<file path="config.mk">
export PLATFORM = sky130hd
export DESIGN_NAME = nvc_control
export DESIGN_NICKNAME = d
export VERILOG_FILES = /design/src/core/nvc_pkg.sv /design/src/core/nvc_control.sv
export VERILOG_INCLUDE_DIRS = /design/src /design/src/core
export SDC_FILE = /design/constraint.sdc
export NUM_CORES = 1
export LEC_CHECK = 0
export ABC_AREA = 1
export ABC_CLOCK_PERIOD_IN_PS = 2300
export BUFFER_PORTS_ARGS = -buffer_cell sky130_fd_sc_hd__buf_2
export CELL_PAD_IN_SITES_DETAIL_PLACEMENT = 1
export CELL_PAD_IN_SITES_GLOBAL_PLACEMENT = 1
export CORE_MARGIN = 3
export CORE_UTILIZATION = 30
export CTS_CLUSTER_DIAMETER = 50
export DETAILED_ROUTE_END_ITERATION = 6
export HOLD_SLACK_MARGIN = 0.12
export PLACE_DENSITY_LB_ADDON = 0.1
export SLEW_MARGIN = 20
export SYNTH_ARGS = -nofsm -noshare
export SYNTH_HDL_FRONTEND = slang
export SYNTH_SLANG_ARGS = --single-unit
</file>
<file path="constraint.sdc">
create_clock -name mclk -period 2.3 [get_ports mclk]
set_input_delay 0.115 -clock mclk [delete_from_list [all_inputs] [get_ports mclk]]
set_output_delay 0.115 -clock mclk [all_outputs]
set_load 0.02 [all_outputs]
</file>
<file path="src/core/nvc_defines.svh">
`ifndef NVC_DEFINES_SVH
`define NVC_DEFINES_SVH

// Register addresses on the serial register port.
`define NVC_ADDR_LF_C3 8'h27
`define NVC_ADDR_CAL 8'h2A
`define NVC_ADDR_SCRC 8'h2F
`define NVC_ADDR_CNT 8'h30
`define NVC_ADDR_CTL 8'h31
`define NVC_ADDR_UNLOCK 8'h61

// Control register bit positions.
`define NVC_CTL_REGCOPY 6
`define NVC_CTL_CRCFAIL 5
`define NVC_CTL_AUTOCRC 4
`define NVC_CTL_LOAD 3
`define NVC_CTL_BUSY 2
`define NVC_CTL_ERASE 1
`define NVC_CTL_PROG 0

// Calibration wait register fields.
`define NVC_CAL_CLSD_LSB 2
`define NVC_CAL_VCO_LSB 0

// Reset values, and the count ceiling.
`define NVC_CLSD_RST 2'h2
`define NVC_VCO_RST 2'h1
`define NVC_LF_C3_RST 3'h0
`define NVC_AUTOCRC_RST 1'b1
`define NVC_CNT_MAX 8'hFF

// Word positions inside the nonvolatile image.
`define NVC_W_LFC3 2'h0
`define NVC_W_CAL 2'h1
`define NVC_W_CNT 2'h2
`define NVC_W_CRC 2'h3

// Timing, in microseconds, and the clock rate.
`define NVC_MCLK_MHZ 250
`define NVC_CLW0_US 150
`define NVC_CLW1_US 300
`define NVC_CLW2_US 500
`define NVC_CLW3_US 2000
`define NVC_VCW0_US 20
`define NVC_VCW1_US 400
`define NVC_VCW2_US 4000
`define NVC_VCW3_US 10000
`define NVC_NV_CYCLE_US 115000

`endif

</file>
<file path="src/core/nvc_pkg.sv">
package nvc_pkg;

  typedef enum logic [1:0] {
    ST_LOAD = 2'b00,
    ST_IDLE = 2'b01,
    ST_COPY = 2'b10,
    ST_CYCLE = 2'b11
  } nvc_state_type;

  typedef struct packed {
    logic wr;
    logic rd;
    logic [7:0] addr;
    logic [7:0] wdata;
  } nvc_req_type;

  typedef struct packed {
    logic ack;
    logic refused;
    logic [7:0] data;
  } nvc_resp_type;

endpackage

</file>
<file path="src/core/nvc_control.sv">
// Notes on behaviour
// - Closed-loop settle code picks 150/300/500/2000 us.
// - VCO settle code picks 20/400/4000/10000 us.
// - Stored CRC byte readable, fetched from memory.
// - Count increments after each erase/program cycle.
// - Count saturates at 255, never wraps.
// - Count reloads after reset, load bit, cycle.
// - Register copy bit copies registers, self-clears.
// - CRC mismatch on load sets error flag.
// - Auto-CRC on computes stored CRC when programming.
// - Memory loads registers at reset or load bit.
// - Register reads refused while memory load runs.
// - Busy flag high throughout erase/program cycle.
// - Erase/program needs unlock in preceding transaction.
// - Program bit starts long program cycle, self-clears.
// - Both bits together run erase then program.
// - Loop-filter C3 field: 3 bits, RW, reset 0.
`timescale 1ns/1ps
`include "nvc_defines.svh"

module nvc_control
  import nvc_pkg::*;
#(
  parameter logic [7:0] UNLOCK_CODE = 8'hA5, // Arbitrary value.
  parameter int unsigned CLW0_CYC = `NVC_CLW0_US * `NVC_MCLK_MHZ,
  parameter int unsigned CLW1_CYC = `NVC_CLW1_US * `NVC_MCLK_MHZ,
  parameter int unsigned CLW2_CYC = `NVC_CLW2_US * `NVC_MCLK_MHZ,
  parameter int unsigned CLW3_CYC = `NVC_CLW3_US * `NVC_MCLK_MHZ,
  parameter int unsigned VCW0_CYC = `NVC_VCW0_US * `NVC_MCLK_MHZ,
  parameter int unsigned VCW1_CYC = `NVC_VCW1_US * `NVC_MCLK_MHZ,
  parameter int unsigned VCW2_CYC = `NVC_VCW2_US * `NVC_MCLK_MHZ,
  parameter int unsigned VCW3_CYC = `NVC_VCW3_US * `NVC_MCLK_MHZ,
  parameter int unsigned NV_CYCLE_CYC = `NVC_NV_CYCLE_US * `NVC_MCLK_MHZ
) (
  input wire logic mclk,
  input wire logic srst,
  input wire logic ce,
  input wire nvc_req_type req,
  input wire logic xact_end,
  output nvc_resp_type resp,
  output logic [2:0] loop_filter_third_cap,
  output logic [1:0] closed_loop_settle_code,
  output logic [1:0] vco_settle_code,
  output logic [31:0] closed_loop_wait_cycles,
  output logic [31:0] vco_wait_cycles,
  output logic rom_busy_flag
);

  // CRC-8, polynomial x^8+x^2+x+1, over the two configuration bytes.
  function automatic logic [7:0] nvc_crc8(input logic [7:0] b0, input logic [7:0] b1);
    logic [7:0] c;
    logic [15:0] s;
    c = 8'h00;
    s = {b0, b1};
    for (int i = 15; i >= 0; i--) begin
      if (c[7] ^ s[i]) begin
        c = {c[6:0], 1'b0} ^ 8'h07;
      end else begin
        c = {c[6:0], 1'b0};
      end
    end
    return c;
  endfunction

  ////////////////////////////////////////////////////////////////////////////
  localparam logic [7:0] CAL_RST = {4'h0, `NVC_CLSD_RST, `NVC_VCO_RST};
  localparam logic [7:0] LFC3_RST = {5'h00, `NVC_LF_C3_RST};
  localparam logic [7:0] IMG_CRC = nvc_crc8(LFC3_RST, CAL_RST);

  nvc_state_type state_q, state_d;
  logic [7:0] nv_q [4];
  logic [7:0] nv_d [4];
  logic [7:0] sram_q [4];
  logic [7:0] sram_d [4];
  logic [1:0] idx_q, idx_d;
  logic [31:0] timer_q, timer_d;
  logic op_erase_q, op_erase_d;
  logic op_prog_q, op_prog_d;
  logic [2:0] lfc3_q, lfc3_d;
  logic [1:0] clsd_q, clsd_d;
  logic [1:0] vco_q, vco_d;
  logic [7:0] scrc_q, scrc_d;
  logic [7:0] cnt_q, cnt_d;
  logic crc_fail_q, crc_fail_d;
  logic auto_crc_q, auto_crc_d;
  logic xact_ok_q, xact_ok_d;
  logic xact_bad_q, xact_bad_d;
  logic armed_q, armed_d;
  nvc_resp_type resp_q, resp_d;
  logic busy_q, busy_d;
  logic [31:0] clw_q, clw_d;
  logic [31:0] vcw_q, vcw_d;
  logic [7:0] ctl_rd;
  logic [7:0] next_cnt;

  ////////////////////////////////////////////////////////////////////////////
  always_comb begin
    ctl_rd = 8'h00;
    ctl_rd[`NVC_CTL_REGCOPY] = (state_q == ST_COPY);
    ctl_rd[`NVC_CTL_CRCFAIL] = crc_fail_q;
    ctl_rd[`NVC_CTL_AUTOCRC] = auto_crc_q;
    ctl_rd[`NVC_CTL_BUSY] = (state_q == ST_CYCLE);
    ctl_rd[`NVC_CTL_ERASE] = (state_q == ST_CYCLE) && op_erase_q;
    ctl_rd[`NVC_CTL_PROG] = (state_q == ST_CYCLE) && op_prog_q;
    next_cnt = (nv_q[`NVC_W_CNT] == `NVC_CNT_MAX) ? `NVC_CNT_MAX :
               nv_q[`NVC_W_CNT] + 8'h01;
  end

  always_comb begin
    state_d = state_q;
    nv_d = nv_q;
    sram_d = sram_q;
    idx_d = idx_q;
    timer_d = timer_q;
    op_erase_d = op_erase_q;
    op_prog_d = op_prog_q;
    lfc3_d = lfc3_q;
    clsd_d = clsd_q;
    vco_d = vco_q;
    scrc_d = scrc_q;
    cnt_d = cnt_q;
    crc_fail_d = crc_fail_q;
    auto_crc_d = auto_crc_q;
    xact_ok_d = xact_ok_q;
    xact_bad_d = xact_bad_q;
    armed_d = armed_q;
    resp_d = '0;

    // Unlock is honoured only for the transaction right after the unlocking one.
    if (req.wr) begin
      if (req.addr == `NVC_ADDR_UNLOCK && req.wdata == UNLOCK_CODE) begin
        xact_ok_d = 1'b1;
      end else begin
        xact_bad_d = 1'b1;
      end
    end
    if (req.rd) begin
      xact_bad_d = 1'b1;
    end
    if (xact_end) begin
      armed_d = xact_ok_d && !xact_bad_d;
      xact_ok_d = 1'b0;
      xact_bad_d = 1'b0;
    end

    if (req.rd) begin
      resp_d.ack = 1'b1;
      if (state_q == ST_LOAD) begin
        resp_d.refused = 1'b1;
      end else begin
        case (req.addr)
          `NVC_ADDR_LF_C3: resp_d.data = {5'h00, lfc3_q};
          `NVC_ADDR_CAL: resp_d.data = {4'h0, clsd_q, vco_q};
          `NVC_ADDR_SCRC: resp_d.data = scrc_q;
          `NVC_ADDR_CNT: resp_d.data = cnt_q;
          `NVC_ADDR_CTL: resp_d.data = ctl_rd;
          default: resp_d.data = 8'h00;
        endcase
      end
    end

    if (req.wr && state_q != ST_LOAD) begin
      case (req.addr)
        `NVC_ADDR_LF_C3: lfc3_d = req.wdata[2:0];
        `NVC_ADDR_CAL: begin
          clsd_d = req.wdata[`NVC_CAL_CLSD_LSB +: 2];
          vco_d = req.wdata[`NVC_CAL_VCO_LSB +: 2];
        end
        `NVC_ADDR_CTL: begin
          auto_crc_d = req.wdata[`NVC_CTL_AUTOCRC];
          // Outside idle the start bits fall on the floor.
          if (state_q == ST_IDLE) begin
            if (req.wdata[`NVC_CTL_REGCOPY]) begin
              state_d = ST_COPY;
            end else if (req.wdata[`NVC_CTL_LOAD]) begin
              state_d = ST_LOAD;
              idx_d = 2'h0;
            end else if ((req.wdata[`NVC_CTL_ERASE] || req.wdata[`NVC_CTL_PROG]) &&
                         armed_q) begin
              state_d = ST_CYCLE;
              op_erase_d = req.wdata[`NVC_CTL_ERASE];
              op_prog_d = req.wdata[`NVC_CTL_PROG];
              timer_d = 32'h0000_0000;
            end
          end
        end
        default: ;
      endcase
    end

    case (state_q)
      ST_LOAD: begin
        sram_d[idx_q] = nv_q[idx_q];
        case (idx_q)
          `NVC_W_LFC3: lfc3_d = nv_q[idx_q][2:0];
          `NVC_W_CAL: begin
            clsd_d = nv_q[idx_q][`NVC_CAL_CLSD_LSB +: 2];
            vco_d = nv_q[idx_q][`NVC_CAL_VCO_LSB +: 2];
          end
          `NVC_W_CNT: cnt_d = nv_q[idx_q];
          default: begin
            scrc_d = nv_q[idx_q];
            crc_fail_d = (nv_q[idx_q] != nvc_crc8(nv_q[`NVC_W_LFC3], nv_q[`NVC_W_CAL]));
            state_d = ST_IDLE;
          end
        endcase
        idx_d = idx_q + 2'h1;
      end
      ST_COPY: begin
        sram_d[`NVC_W_LFC3] = {5'h00, lfc3_q};
        sram_d[`NVC_W_CAL] = {4'h0, clsd_q, vco_q};
        state_d = ST_IDLE;
      end
      ST_CYCLE: begin
        // The cycle runs its full length no matter what the host writes.
        if (timer_q >= NV_CYCLE_CYC - 1) begin
          timer_d = 32'h0000_0000;
          if (op_erase_q) begin
            nv_d[`NVC_W_LFC3] = 8'h00;
            nv_d[`NVC_W_CAL] = 8'h00;
            nv_d[`NVC_W_CRC] = 8'h00;
            op_erase_d = 1'b0;
          end else begin
            nv_d[`NVC_W_LFC3] = sram_q[`NVC_W_LFC3];
            nv_d[`NVC_W_CAL] = sram_q[`NVC_W_CAL];
            nv_d[`NVC_W_CRC] = auto_crc_q ?
                nvc_crc8(sram_q[`NVC_W_LFC3], sram_q[`NVC_W_CAL]) : sram_q[`NVC_W_CRC];
            op_prog_d = 1'b0;
          end
          // Erase phase flows into the program phase when both were asked.
          if (!(op_erase_q && op_prog_q)) begin
            nv_d[`NVC_W_CNT] = next_cnt;
            cnt_d = next_cnt;
            state_d = ST_IDLE;
          end
        end else begin
          timer_d = timer_q + 32'h0000_0001;
        end
      end
      default: ;
    endcase

    busy_d = (state_d == ST_CYCLE);
    case (clsd_d)
      2'h0: clw_d = CLW0_CYC;
      2'h1: clw_d = CLW1_CYC;
      2'h2: clw_d = CLW2_CYC;
      default: clw_d = CLW3_CYC;
    endcase
    case (vco_d)
      2'h0: vcw_d = VCW0_CYC;
      2'h1: vcw_d = VCW1_CYC;
      2'h2: vcw_d = VCW2_CYC;
      default: vcw_d = VCW3_CYC;
    endcase
  end

  ////////////////////////////////////////////////////////////////////////////
  // Reset stands in for power-on: the memory image returns to its factory content.
  always_ff @(posedge mclk) begin
    if (srst) begin
      state_q <= ST_LOAD;
      nv_q <= '{LFC3_RST, CAL_RST, 8'h00, IMG_CRC};
      sram_q <= '{LFC3_RST, CAL_RST, 8'h00, IMG_CRC};
      idx_q <= 2'h0;
      timer_q <= 32'h0000_0000;
      op_erase_q <= 1'b0;
      op_prog_q <= 1'b0;
      lfc3_q <= `NVC_LF_C3_RST;
      clsd_q <= `NVC_CLSD_RST;
      vco_q <= `NVC_VCO_RST;
      scrc_q <= 8'h00;
      cnt_q <= 8'h00;
      crc_fail_q <= 1'b0;
      auto_crc_q <= `NVC_AUTOCRC_RST;
      xact_ok_q <= 1'b0;
      xact_bad_q <= 1'b0;
      armed_q <= 1'b0;
      resp_q <= '0;
      busy_q <= 1'b0;
      clw_q <= CLW2_CYC;
      vcw_q <= VCW1_CYC;
    end else if (ce) begin
      state_q <= state_d;
      nv_q <= nv_d;
      sram_q <= sram_d;
      idx_q <= idx_d;
      timer_q <= timer_d;
      op_erase_q <= op_erase_d;
      op_prog_q <= op_prog_d;
      lfc3_q <= lfc3_d;
      clsd_q <= clsd_d;
      vco_q <= vco_d;
      scrc_q <= scrc_d;
      cnt_q <= cnt_d;
      crc_fail_q <= crc_fail_d;
      auto_crc_q <= auto_crc_d;
      xact_ok_q <= xact_ok_d;
      xact_bad_q <= xact_bad_d;
      armed_q <= armed_d;
      resp_q <= resp_d;
      busy_q <= busy_d;
      clw_q <= clw_d;
      vcw_q <= vcw_d;
    end
  end

  assign resp = resp_q;
  assign loop_filter_third_cap = lfc3_q;
  assign closed_loop_settle_code = clsd_q;
  assign vco_settle_code = vco_q;
  assign closed_loop_wait_cycles = clw_q;
  assign vco_wait_cycles = vcw_q;
  assign rom_busy_flag = busy_q;

endmodule // nvc_control

</file>
### Yosys cells after proc, flatten, opt, wreduce, memory -nomap -nowiden

Cells that the tools add are included.

* register bits after elaboration: 205
* bits of input ports: 22
* output and inout port bits: 82

* add/sub/neg operators: 3
* magnitude comparators: 3
* equal/unequal tests: 25
* muxes and demuxes: 191
* bitwise logic cells: 63
* reductions and logical operators: 36

Operators with widths (count)
* 8-bit two-way mux: 87
* 32-bit two-way mux: 8
* 3-bit two-way mux: 36
* 3-bit NOT: 30
* 22-bit one-hot mux with 3 select lines: 1
* 19-bit one-hot mux with 3 select lines: 1
* 2-bit two-way mux: 23
* 8-bit by 6-bit equality test with 1-bit output, second input constant: 5
* 8-bit one-hot mux with 5 select lines: 1
* 32-bit by 1-bit adder with 32-bit output, second input constant: 1
* 32-bit bitwise mux: 1
* 32-bit by 25-bit >= comparator with 1-bit output, second input constant: 1
* 16-bit one-hot mux with 2 select lines: 1
* 1-bit bitwise XOR: 30
* 1-bit two-way mux: 26
* 2-bit nonzero test: 11
* 8-bit binary-select mux with 2-bit select: 1
* 8-bit demux with 2-bit select: 1
* 8-bit equality test, second input constant: 2
* 16-bit two-way mux: 1
* 8-bit one-hot mux with 2 select lines: 1
* 2-bit equality test, second input constant: 6
* 10-bit two-way mux: 1
* 2-bit by 1-bit != test with 1-bit output, second input constant: 5
* 22 further kinds: 40

### Depth between registers and ports, before layout

Gate-level depths: netlist (run 1).

* depth after elaboration: 78
* mapped depth: 16
* depth with buffers taken out: 15

### Least setup slack after synthesis (run 1)

No wires, ideal clock.

* path type: register to register
* start point: register idx_q[1]
* end point: register vcw_q[16], in the netlist vco_wait_cycles[16]
* setup time: 0.061 ns
* arrival time: 1.905 ns
* required time: 2.239 ns
* slack: 0.333 ns
* stages on the path, launching flop included: 11
* cells stage by stage: dfxtp_1 -> inv_2 -> ha_1 -> inv_1 -> nor2_1 -> inv_1 -> o21ai_0 -> ha_1 -> nand2_1 -> o21ai_0 -> nand2_1

* word-level cells in the longest chain between the ends: 8
* elaborated cells on any way between the ends: 11
* classes of those cells: 3 x eq/ne; 6 x mux; 1 x bitwise; 1 x reduce/logical

Ends and longest elaborated chain
* start, declared: line nvc_control.sv:75 `logic [1:0] idx_q, idx_d;`
* start signal, assigned: line nvc_control.sv:287 `idx_q <= idx_d;`
* 2-bit NOT with 3-bit output (not written as such): line nvc_control.sv:198 `` vco_d = nv_q[idx_q][`NVC_CAL_VCO_LSB +: 2]; ``
* 8-bit binary-select mux with 2-bit select: line nvc_control.sv:198
* 8-bit two-way mux (2 in series)
* 2-bit two-way mux (*): line nvc_control.sv:194 `case (idx_q)`
* 2-bit two-way mux (*): line nvc_control.sv:191 `case (state_q)`
* via vco_d[1]: line nvc_control.sv:81 `logic [1:0] vco_q, vco_d;`
* 2-bit equality test, or another cell as far along: line nvc_control.sv:250 `case (vco_d)`
* 22-bit one-hot mux with 3 select lines (*): line nvc_control.sv:250
* end signal, assigned: line nvc_control.sv:304 `vcw_q <= vcw_d;`
* end, declared: line nvc_control.sv:92 `logic [31:0] vcw_q, vcw_d;`

Mark *: on every way through the listed nets, which the timed path passes. The rest lies on a longest branch. The select of a mux whose other input is x is not followed.
A chain may end at the register's enable or synchronous reset.

### Worst setup path after layout (run 1)

* start point: register idx_q[0]
* end point: register vcw_q[16], in the netlist vco_wait_cycles[16]

Same word-level chain as after synthesis.

==> results of run 1 <==
-- stage by stage --
| stage | total power [W] | hold WS, ns | utilization, % | setup WS [ns] | cells |
|---|---|---|---|---|---|
| final | 0.00660 | 0.132 | 36.0 | 0.194 | 1788 |
| after CTS | 0.00670 | 0.151 | 36.0 | 0.141 | 1788 |
| after detailed placement | 0.00381 | 0.406 | 33.7 | 0.180 | 1749 |
| after global placement | 0.00380 | 0.396 | 33.7 | 0.206 | 1749 |
| after global routing | 0.00690 | 0.154 | 36.0 | 0.0100 | 1788 |
| after floorplan | 0.00349 | 0.245 | - | 0.333 | 1341 |
-- cell usage in the layout, fill, tap and decap left out, types with 4 or more instances in the layout --
cell and n:
nor2_1 103, nor3_1 8, nand3_1 77, inv_1 112, buf_4 57, conb_1 31
dfxtp_1 149, buf_2 72, a21oi_1 123, ha_1 12, o21ai_0 87, xnor2_1 19
inv_6 5, xor2_1 24, nand4_1 8, nand2_1 399, nor2_2 7, o211ai_1 14
clkbuf_16 17, a211oi_1 4, nor4_1 4, dlygate4sd3_1 7
-- registers in the layout, indices dropped and copies added (netlist names), 2 cells and up --
signal and count:
nv_q 32, timer_q 32, sram_q 24, resp 10, closed_loop_wait_cycles 9, vco_wait_cycles 9
cnt_q 8, scrc_q 8, loop_filter_third_cap 3, closed_loop_settle_code 2, idx_q 2, state_q 2
vco_settle_code 2
-- cell families (layout without fill, tap and decap cells) --
family          Yosys count  in the layout  share of synthesized area [%]
compound gates          246            246                           15.3
xor+xnor                 50             50                           5.81
fa+ha+maj                12             12                           1.71
buf+inv                 217            286                           11.9
flops                   151            151                           34.5
other cells               1             31                         0.0428
simple gates            634            634                           30.8
-- where the power goes --
group          internal (W)  switching, W
Clock               0.00155       0.00129
Sequential          0.00268     0.0000692
Combinational      0.000325      0.000685
-- critical path, delay by kind of cell, from the launching register on --
kind	cells	cell delay (ns)
AO/OA/AOI/OAI	3	0.31
AND/OR/NAND/NOR	3	0.32
adder cells (fa/ha/maj)	2	0.46
buffers and inverters	4	0.56
flip-flops	1	0.33
-- what timing repair did --
action,in CTS,in global routing
endpoints found under the hold margin,8,0
resized for setup,0,5
setup endpoints to repair,0,7
hold buffers,7,0
-- final cells by class --
cell class | count | area [sq um] | area share [%]
well taps | 378 | 473 | 4.64
flip-flops and latches | 151 | 3030 | 29.7
inverters | 118 | 447 | 4.38
clock buffers | 18 | 439 | 4.31
multi-input cells | 973 | 4820 | 47.3
repair buffers | 136 | 858 | 8.42
clock inverters | 14 | 138 | 1.35
-- worst max path at each step --
| stage | from | end | slack (ns) | cells past startpoint |
|---|---|---|---|---|
| finish | idx_q[0]$_SDFFE_PP0P_ | vco_wait_cycles[16]$_SDFFE_PP1P_ | 0.19 | 12 |
| global route | idx_q[0]$_SDFFE_PP0P_ | vco_wait_cycles[18]$_SDFFE_PP0P_ | 0.01 | 13 |
| CTS | idx_q[1]$_SDFFE_PP0P_ | vco_wait_cycles[18]$_SDFFE_PP0P_ | 0.14 | 14 |
| detailed placement | idx_q[1]$_SDFFE_PP0P_ | vco_wait_cycles[18]$_SDFFE_PP0P_ | 0.18 | 14 |
| global placement | idx_q[1]$_SDFFE_PP0P_ | sram_q[28]$_SDFFE_PP0P_ | 0.21 | 7 |
| floorplan | idx_q[1]$_SDFFE_PP0P_ | vco_wait_cycles[16]$_SDFFE_PP1P_ | 0.33 | 10 |
-- metal layers --
metal / vias up / GRT usage, %
li1: 4307 / -
met1: 3978 / 26.4
met2: 106 / 31.7
met3: 20 / 3.05
met4: 0 / 3.90
met5: - / 0
==> impl_metrics.py, run 1 <==
metrics = {
    "critical_path": {
        "cp_max_fo": 14,
        "r2r-start": "idx_q[0]$_SDFFE_PP0P_",
        "r2r_end": "vco_wait_cycles[16]$_SDFFE_PP1P_",
        "r2r.worst_path.cells": 12,
        "crit_type": "flop to flop",
        "cp_data_required_time_ns": 2.61,
        "crit_chain": "buf_4, ha_1, inv_1, nor2_1, inv_1, o211ai_1, o21ai_0, buf_4, ha_1, nand2_1, o21ai_0, nand2_1",
        "slowest_delay_ns": 0.33,
        "cp-end-kind": "flop",
        "arrival_ns": 2.42,
        "reg2reg_slack_ns": 0.19,
        "startpoint_type": "flop",
        "crit_slowest_cell": "dfxtp_1",
    },
    "clock_tree": {
        "numClockSinks": 151,
        "cts_max_path_buffers": 2,
        "cts_max_level": 4,
        "insertion_delay_ns": 0.44,
        "post-cts-setup-buffers": 0,
        "clockRootBuffer": "clkbuf_16",
        "cts_buffers": 17,
        "clk_pin_slew_ns": 0.07,
        "cts_tree": "yes",
    },
    "place": {
        "placement.io_buffers": 72,
        "gp_congestion": 0.816,
        "placed_area_sq_um": 9540,
        "dp_hpwl_um": 22600,
    },
    "yosys": {
        "avgSynthCellArea_sq_um": 6.69,
        "synth_cell_type_count": 59,
        "synth_async_sr_flop_share_pct": 0,
        "yosysMostFrequentCell": "nand2_1",
        "synth_top_area_share_pct": 34.5,
        "syn-cell-area_sq_um": 8770,
        "syn_inst": 1311,
        "synthTopCellsByArea": "dfxtp_1 (34%), nand2_1 (17%), a21oi_1 (7.0%), o21ai_0 (5.0%), inv_1 (4.8%)",
        "synth_flop_cell": "dfxtp_1",
        "yosysWarnings": 0,
        "yosys-top-cells-count": "nand2_1 (399), dfxtp_1 (151), a21oi_1 (123)",
        "synth_edf_count": 0,
        "synth-seq-cells": 151,
        "synth-seq-area-share_pct": 34.5,
        "yosysTopAreaCell": "dfxtp_1",
    },
    "flow_run": {
        "maxCapViolCount": 0,
    },
    "power_and_ir_drop": {
        "p_leak_nw": 4.55,
        "p_per_area_nw_per_um2": 647,
        "vdd.ir_drop.worst_uv": 502,
    },
    "detailed_routing": {
        "drcViolationCount": 0,
        "drt_wl_total_um": 29500,
        "wl_per_cell_um": 16.5,
        "top_layer_used": "met4",
        "vias": 8411,
        "met3_wirelength_um": 754,
        "dr_wl_met2_um": 13700,
        "vias_per_cell": 4.70,
        "drtIter0Drc": 316,
        "firstDrtPassIters": 4,
        "wl_met1_um": 14700,
        "postRouteAntennaNets": 0,
    },
    "sta": {
        "setup_viol": 0,
        "slew_violations": 0,
        "finalCriticalPeriod_ns": 2.11,
        "fmax_ghz": 0.475,
        "rsz0062_at_grt": "false",
        "worst_pin_slew_ns": 0.999,
        "finalCritPeriodShare_pct": 91.6,
        "slew_headroom_pct": 33.4,
        "finClkSkew_ns": 0.0136,
        "tns_ns": 0,
        "hold_viol": 0,
    },
    "worst_hold_path": {
        "holdPathEnd": "timer_q[4]$_SDFFE_PP0P_",
        "hold_class": "input pin to flop",
        "hold_depth": 4,
        "hold_start": "srst",
    },
    "global_routing": {
        "gr-usage-all-layers_pct": 19.1,
        "grt_antenna_before_repair": 0,
        "grt_max_degree": 82,
        "overflow": 0,
        "grt_pass1_wl_um": 47200,
        "grt_pass1_vias": 8459,
    },
    "floorplan": {
        "num_io_pins": 104,
        "die_x_um": 177,
        "fp.dieH_um": 177,
        "initial_core_util_pct": 31.0,
        "placementRows": 61,
        "fp.dieArea_sq_um": 31300,
        "core_sq_um": 28300,
    },
    "cells_and_area": {
        "drive_gt1_share_pct": 14.3,
        "syn_to_final_growth_pct": 16.3,
        "fin_area_sq_um": 10200,
        "antenna_cells": 0,
        "nNetsFinal": 1431,
        "fillers": 3649,
    },
    "status": {
        "status": "finished, final reports clean",
    },
}
No activity file was read; power rests on OpenSTA's default activity.
==> run 2: changes to the inputs <==
--- a/config.mk
+++ b/config.mk
@@ -12,5 +12,5 @@
 export CELL_PAD_IN_SITES_DETAIL_PLACEMENT = 1
 export CELL_PAD_IN_SITES_GLOBAL_PLACEMENT = 1
-export CORE_MARGIN = 3
+export CORE_MARGIN = 5
 export CORE_UTILIZATION = 30
 export CTS_CLUSTER_DIAMETER = 50
==> constraint.sdc (replaced) <==
create_clock -name mclk -period 2.3 [get_ports mclk]
set_input_delay 0.23 -clock mclk [delete_from_list [all_inputs] [get_ports mclk]]
set_output_delay 0.23 -clock mclk [all_outputs]
set_load 0.02 [all_outputs]
==> run 2 against run 1 <==
  * Die area grew 4.6%
  * Via count rose by 0.62%
  * Flip-flop and latch count stayed put
  * Register-to-register slack about the same
  * Clock power about the same
  * Global-route usage shrank 0.57 points
  * Setup slack improved by 0.011 ns
  * Non-clock buffer count unchanged
  * Design area rose by 0.65%
  * Routed wire length increased by 3.2%
  * Sequential share of layout area decreased by 0.18 points
  * Critical path depth grew 2
==> impl_metrics.py, run 2 (synthesis gave the netlist of run 1 again) <==
metrics = {
    "floorplan": {
        "num_io_pins": 104,
        "placementRows": 62,
        "initial_core_util_pct": 30.5,
        "fp.dieH_um": 181,
        "fp.dieArea_sq_um": 32700,
        "core_sq_um": 28800,
        "die_x_um": 181,
    },
    "clock_tree": {
        "insertion_delay_ns": 0.44,
        "cts_tree": "yes",
        "clockRootBuffer": "clkbuf_16",
        "numClockSinks": 151,
        "cts_max_level": 4,
        "cts_max_path_buffers": 2,
        "post-cts-setup-buffers": 0,
        "clk_pin_slew_ns": 0.07,
        "cts_buffers": 17,
    },
    "critical_path": {
        "r2r_end": "vco_wait_cycles[18]$_SDFFE_PP0P_",
        "cp_data_required_time_ns": 2.63,
        "cp_max_fo": 27,
        "crit_type": "flop to flop",
        "arrival_ns": 2.43,
        "cp-startpoint": "idx_q[0]$_SDFFE_PP0P_",
        "r2r.worst_path.cells": 14,
        "startpoint_type": "flop",
        "reg2reg_slack_ns": 0.21,
        "cp-end-kind": "flop",
        "r2r-start": "idx_q[0]$_SDFFE_PP0P_",
    },
    "worst_hold_path": {
        "hold_class": "input pin to flop",
        "hold_start": "req[17]",
        "holdPathEnd": "xact_bad_q$_SDFFE_PP0P_",
        "hold_depth": 5,
    },
    "cells_and_area": {
        "multiInputGateArea_sq_um": 4810,
        "antenna_cells": 0,
        "final_cell_mix": "nand2_1 (399), dfxtp_1 (148), a21oi_1 (123), inv_1 (111), nor2_1 (103)",
        "fillers": 3694,
        "nNetsFinal": 1431,
        "regArea_sq_um": 3030,
        "final_common_cell": "nand2_1",
        "syn_to_final_growth_pct": 17.1,
        "reg_top3": "nv_q (32), timer_q (32), sram_q (24)",
        "drive_gt1_share_pct": 14.6,
    },
    "global_routing": {
        "use_met1_pct": 24.9,
        "grt_max_degree": 82,
        "use_met2_pct": 32.3,
        "overflow": 0,
        "grt_pass1_vias": 8632,
        "use_met3_pct": 2.47,
        "gr-usage-all-layers_pct": 18.6,
        "grt_pass1_wl_um": 48600,
        "grt.busiest_layer": "met2",
        "grt_antenna_before_repair": 0,
    },
    "sta": {
        "setup_viol": 0,
        "tns_ns": 0,
        "slew_violations": 0,
        "rsz0062_at_grt": "false",
        "worst_pin_slew_ns": 0.990,
        "setup_slack_ns": 0.205,
        "hold_viol": 0,
        "finalCritPeriodShare_pct": 91.1,
        "slew_headroom_pct": 34.0,
        "finalCriticalPeriod_ns": 2.09,
        "fmax_ghz": 0.477,
        "finClkSkew_ns": 0.0131,
    },
    "detailed_routing": {
        "postRouteAntennaNets": 0,
        "vias_per_cell": 4.72,
        "vias": 8463,
        "drt_wl_total_um": 30400,
        "firstDrtPassIters": 4,
        "drtIter0Drc": 507,
        "wl_per_cell_um": 17.0,
        "drcViolationCount": 0,
    },
    "power_and_ir_drop": {
        "power_switching_w": 0.00214,
        "switching_share_pct": 32.4,
        "internal_power_w": 0.00447,
        "pwr-share-seq_pct": 41.6,
        "p_per_area_nw_per_um2": 644,
        "vdd.ir_drop.worst_uv": 558,
        "clkPwrFrac_pct": 42.8,
        "share_comb_of_total_power_pct": 15.7,
        "p_leak_nw": 4.58,
    },
    "place": {
        "gp_congestion": 0.771,
        "dpl_worst_slack_ns": 0.164,
        "placement.io_buffers": 72,
        "dp_hpwl_um": 23400,
    },
    "status": {
        "status": "finished, final reports clean",
    },
    "flow_run": {
        "maxCapViolCount": 0,
    },
}
==> run 2: cell types whose count changed in the layout (fill, tap and decap cells not counted), sizes merged <==
cell	delta
dlygate4sd3	-2
bufinv	-1
buf	+2
clkbuf	-1
clkinv	+3
clkinvlp	-1
==> run 2: layer usage <==
layer  vias to the layer above  share of wire [%]
met2                       101                 48
met4                         0               0.69
met1                      4024                 49
li1                       4328                  -
met5                         -                  0
met3                        10                2.4
==> run 2: worst max path at each step <==
stage,endpoint,slack [ns],cells past startpoint
floorplan,vco_wait_cycles[16]$_SDFFE_PP1P_,0.33,10
global placement,vco_wait_cycles[18]$_SDFFE_PP0P_,0.19,14
detailed placement,vco_wait_cycles[18]$_SDFFE_PP0P_,0.16,14
CTS,vco_wait_cycles[18]$_SDFFE_PP0P_,0.15,14
global route,vco_wait_cycles[18]$_SDFFE_PP0P_,0.006,14
finish,vco_wait_cycles[18]$_SDFFE_PP0P_,0.21,14
==> run 2: worst max-delay path, stage by stage, from the launching register on <==
cell     delay, ns
dfxtp_2       0.34
buf_12        0.16
ha_1          0.23
inv_2         0.08
nor2_1        0.06
buf_4         0.15
a21oi_1       0.10
o21ai_0       0.09
nand2_1       0.18
inv_1         0.10
ha_1          0.21
nand2_1       0.11
nand3_1       0.08
nand2_1       0.06
inv_1         0.05
==> run 2: power groups by stage <==
stage / Sequential (W) / Combinational [W] / Clock (W)
final: 0.00275 / 0.00104 / 0.00283
after global routing: 0.00276 / 0.00115 / 0.00301
after CTS: 0.00275 / 0.00105 / 0.00291
after detailed placement: 0.00281 / 0.00103 / 0
after global placement: 0.00281 / 0.00103 / 0
after floorplan: 0.00283 / 0.000664 / 0
==> run 2: what timing repair did <==
| action | 4_1_cts | 5_1_grt |
|---|---|---|
| hold endpoints to repair | 5 | 0 |
| hold buffers | 5 | 0 |
| resized for setup | 0 | 4 |
| setup endpoints to repair | 0 | 4 |
==> run 2: stage by stage <==
step                hold WS [ns]  total power, W  instance area [sq um]  util [%]  instances
finish                     0.199         0.00661                  10300      35.7       1794
global route               0.257         0.00692                  10300      35.7       1794
CTS                        0.191         0.00671                  10300      35.7       1794
detailed placement         0.431         0.00384                   9630      33.5       1757
global placement           0.428         0.00383                   9630      33.5       1757
floorplan                  0.360         0.00349                   8880         -       1341
==> run 2: layout make-up <==
cell class,count,area share [%]
multi-input combinational,973,46.9
sequential,151,29.5
timing repair buffer,136,8.92
tap,384,4.68
inverter,118,4.33
clock buffer,17,4.14
clock inverter,15,1.55
==> run 3: changes to the inputs <==
- ABC_CLOCK_PERIOD_IN_PS: 2300 -> 1800
- PLACE_DENSITY: not set -> 0.64
- PLACE_DENSITY_LB_ADDON: 0.1 -> not set
- clock period: 2.3 -> 1.8 ns (I/O delays scaled with it)
==> run 3 against run 2 <==
  * Final cell count grew 6.4%
  * Total power grew 34%
  * Sequential power grew 28%
  * Non-clock buffer count grew 114
  * Hold slack lost 0.0019 ns
==> impl_metrics.py, run 3 (synthesis gave the netlist of run 1 again) <==
metrics = {
    "status": {
        "status": "finished, final reports clean",
    },
    "cells_and_area": {
        "fin_area_sq_um": 12000,
        "antenna_cells": 0,
        "syn_to_final_growth_pct": 37.0,
        "reg_top3": "nv_q (32), timer_q (32), sram_q (24)",
        "fillers": 3624,
        "drive_gt1_share_pct": 31.5,
        "fin_util_pct": 41.7,
        "final_common_cell": "nand2_1",
        "nNetsFinal": 1546,
        "final_cell_mix": "nand2_1 (344), buf_4 (153), dfxtp_1 (124), inv_1 (97), nor2_1 (96)",
    },
    "floorplan": {
        "core_sq_um": 28800,
        "fp.dieArea_sq_um": 32700,
        "fp.dieH_um": 181,
        "num_io_pins": 104,
        "die_x_um": 181,
        "placementRows": 62,
        "initial_core_util_pct": 30.5,
    },
    "sta": {
        "slew_violations": 0,
        "fmax_ghz": 0.556,
        "finClkSkew_ns": 0.0122,
        "setup_viol": 0,
        "finalCriticalPeriod_ns": 1.80,
        "rsz0062_at_grt": "true",
        "hold_viol": 0,
        "finalCritPeriodShare_pct": 99.8,
    },
    "critical_path": {
        "startpoint_type": "flop",
        "cp-end-kind": "flop",
        "crit_chain": "ha_4, nand3_4, nand2_2, nand3_2, nand2_1, nand2_1, nand2_1, nand2_2, nand2_4, nand3_4, inv_6, clkbuf_16, nand2_4, a21oi_2",
        "cpLargestDelayFamily": "simple AND/OR/NAND/NOR gates",
        "crit_type": "flop to flop",
        "path_common_cell": "nand2_1",
        "crit_slowest_cell": "dfxtp_2",
        "crit_buf_inv": 2,
        "cp_max_fo": 5,
        "slowest_delay_ns": 0.36,
        "arrival_ns": 2.16,
        "cp_data_required_time_ns": 2.16,
    },
    "clock_tree": {
        "clk_pin_slew_ns": 0.07,
        "cts_max_level": 4,
        "numClockSinks": 151,
        "cts_max_path_buffers": 2,
        "cts_buffers": 17,
        "clockRootBuffer": "clkbuf_16",
        "insertion_delay_ns": 0.44,
        "cts_tree": "yes",
    },
    "place": {
        "placement.io_buffers": 72,
        "dp_hpwl_um": 23500,
        "placed_area_sq_um": 10300,
        "gp_congestion": 0.859,
    },
    "detailed_routing": {
        "firstDrtPassIters": 5,
        "vias": 9215,
        "vias_per_cell": 4.83,
        "drcViolationCount": 0,
        "drt_wl_total_um": 32300,
        "wl_per_cell_um": 16.9,
        "drtIter0Drc": 381,
        "postRouteAntennaNets": 0,
    },
    "power_and_ir_drop": {
        "p_per_area_nw_per_um2": 737,
        "internal_power_w": 0.00615,
        "p_leak_nw": 5.41,
        "share_comb_of_total_power_pct": 18.5,
        "total_power_w": 0.00884,
        "switching_share_pct": 30.5,
        "vdd.ir_drop.worst_uv": 449,
        "clkPwrFrac_pct": 41.7,
        "power_switching_w": 0.00270,
        "pwr-share-seq_pct": 39.8,
    },
    "global_routing": {
        "grt_max_degree": 82,
        "gr-usage-all-layers_pct": 18.5,
        "grt_pass1_wl_um": 49600,
        "grt_antenna_before_repair": 0,
        "grt_pass1_vias": 9307,
        "overflow": 0,
    },
    "worst_hold_path": {
        "hold_class": "input pin to flop",
    },
    "flow_run": {
        "maxCapViolCount": 0,
    },
}
run 3: cell types whose count changed in the layout (fill, tap and decap cells not counted), moves of 27 or more:
| cell | delta |
|---|---|
| nand2_2 | +43 |
| nand2_1 | -55 |
| a21oi_1 | -28 |
| buf_4 | +99 |
| a21oi_2 | +27 |
run 3: layout make-up:
| type | count | area, sq um | share of cell area [%] |
|---|---|---|---|
| repair buffers | 250 | 1930 | 16.1 |
| flip-flops and latches | 151 | 3080 | 25.6 |
| well taps | 384 | 480 | 4.00 |
| clock inverters | 11 | 139 | 1.16 |
| repair inverters | 1 | 7.51 | 0.0625 |
| clock buffers | 21 | 450 | 3.75 |
| inverters | 118 | 465 | 3.88 |
| multi-input cells | 973 | 5460 | 45.4 |
run 3: path summary, 6_finish.rpt:
path,startpoint,endpoint,slack [ns],cells after the start
worst max-delay path,timer_q[0]$_SDFFE_PP0P_,nv_q[27]$_SDFFE_PP0P_,0.003,14
worst min-delay path,ce,xact_ok_q$_SDFFE_PP0P_,0.20,3
worst max register to register,timer_q[0]$_SDFFE_PP0P_,nv_q[27]$_SDFFE_PP0P_,0.003,14
worst min register to register,timer_q[30]$_SDFFE_PP0P_,timer_q[30]$_SDFFE_PP0P_,0.44,2
run 3: power groups by stage:
| stage | sequential (W) | combinational [W] | clock, W |
|---|---|---|---|
| 2_1_floorplan | 0.00361 | 0.000852 | 0 |
| 3_3_place_gp | 0.00359 | 0.00141 | 0 |
| 3_5_place_dp | 0.00359 | 0.00143 | 0 |
| 4_1_cts | 0.00352 | 0.00149 | 0.00374 |
| 5_1_grt | 0.00353 | 0.00178 | 0.00390 |
| 6_report | 0.00352 | 0.00164 | 0.00369 |
run 3: what timing repair did:
item | 4_1_cts | 5_1_grt
endpoints found under the hold margin | 6 | 0
resized for setup | 39 | 207
endpoints found under the setup margin | 77 | 87
hold buffers | 4 | 0
setup buffers | 4 | 18
pin swaps | 7 | 52
gates cloned | 1 | 6
run 3: worst reg2reg max path, cell delays in order (launching register included):
cell	delay [ns]
dfxtp_2	0.36
ha_4	0.16
nand3_4	0.08
nand2_2	0.08
nand3_2	0.05
nand2_1	0.05
nand2_1	0.04
nand2_1	0.07
nand2_2	0.10
nand2_4	0.16
nand3_4	0.11
inv_6	0.12
clkbuf_16	0.17
nand2_4	0.05
a21oi_2	0.12
run 3: stage by stage:
stage | TNS (ns) | worst slack (ns) | std cells | hold WS [ns]
after CTS | -0.00223 | -0.00223 | 1885 | 0.182
after global placement | -1.39 | -0.138 | 1844 | 0.424
after detailed placement | -3.34 | -0.154 | 1844 | 0.435
after floorplan | 0 | 0.00493 | 1341 | 0.310
final | 0 | 0.00292 | 1909 | 0.198
after global routing | -2.86 | -0.110 | 1909 | 0.207
run 3: per-layer routing:
layer,track usage [%],routed length (um)
met5,0,0
met4,4.59,655
met3,2.59,956
met2,31.5,15400
met1,24.9,15300
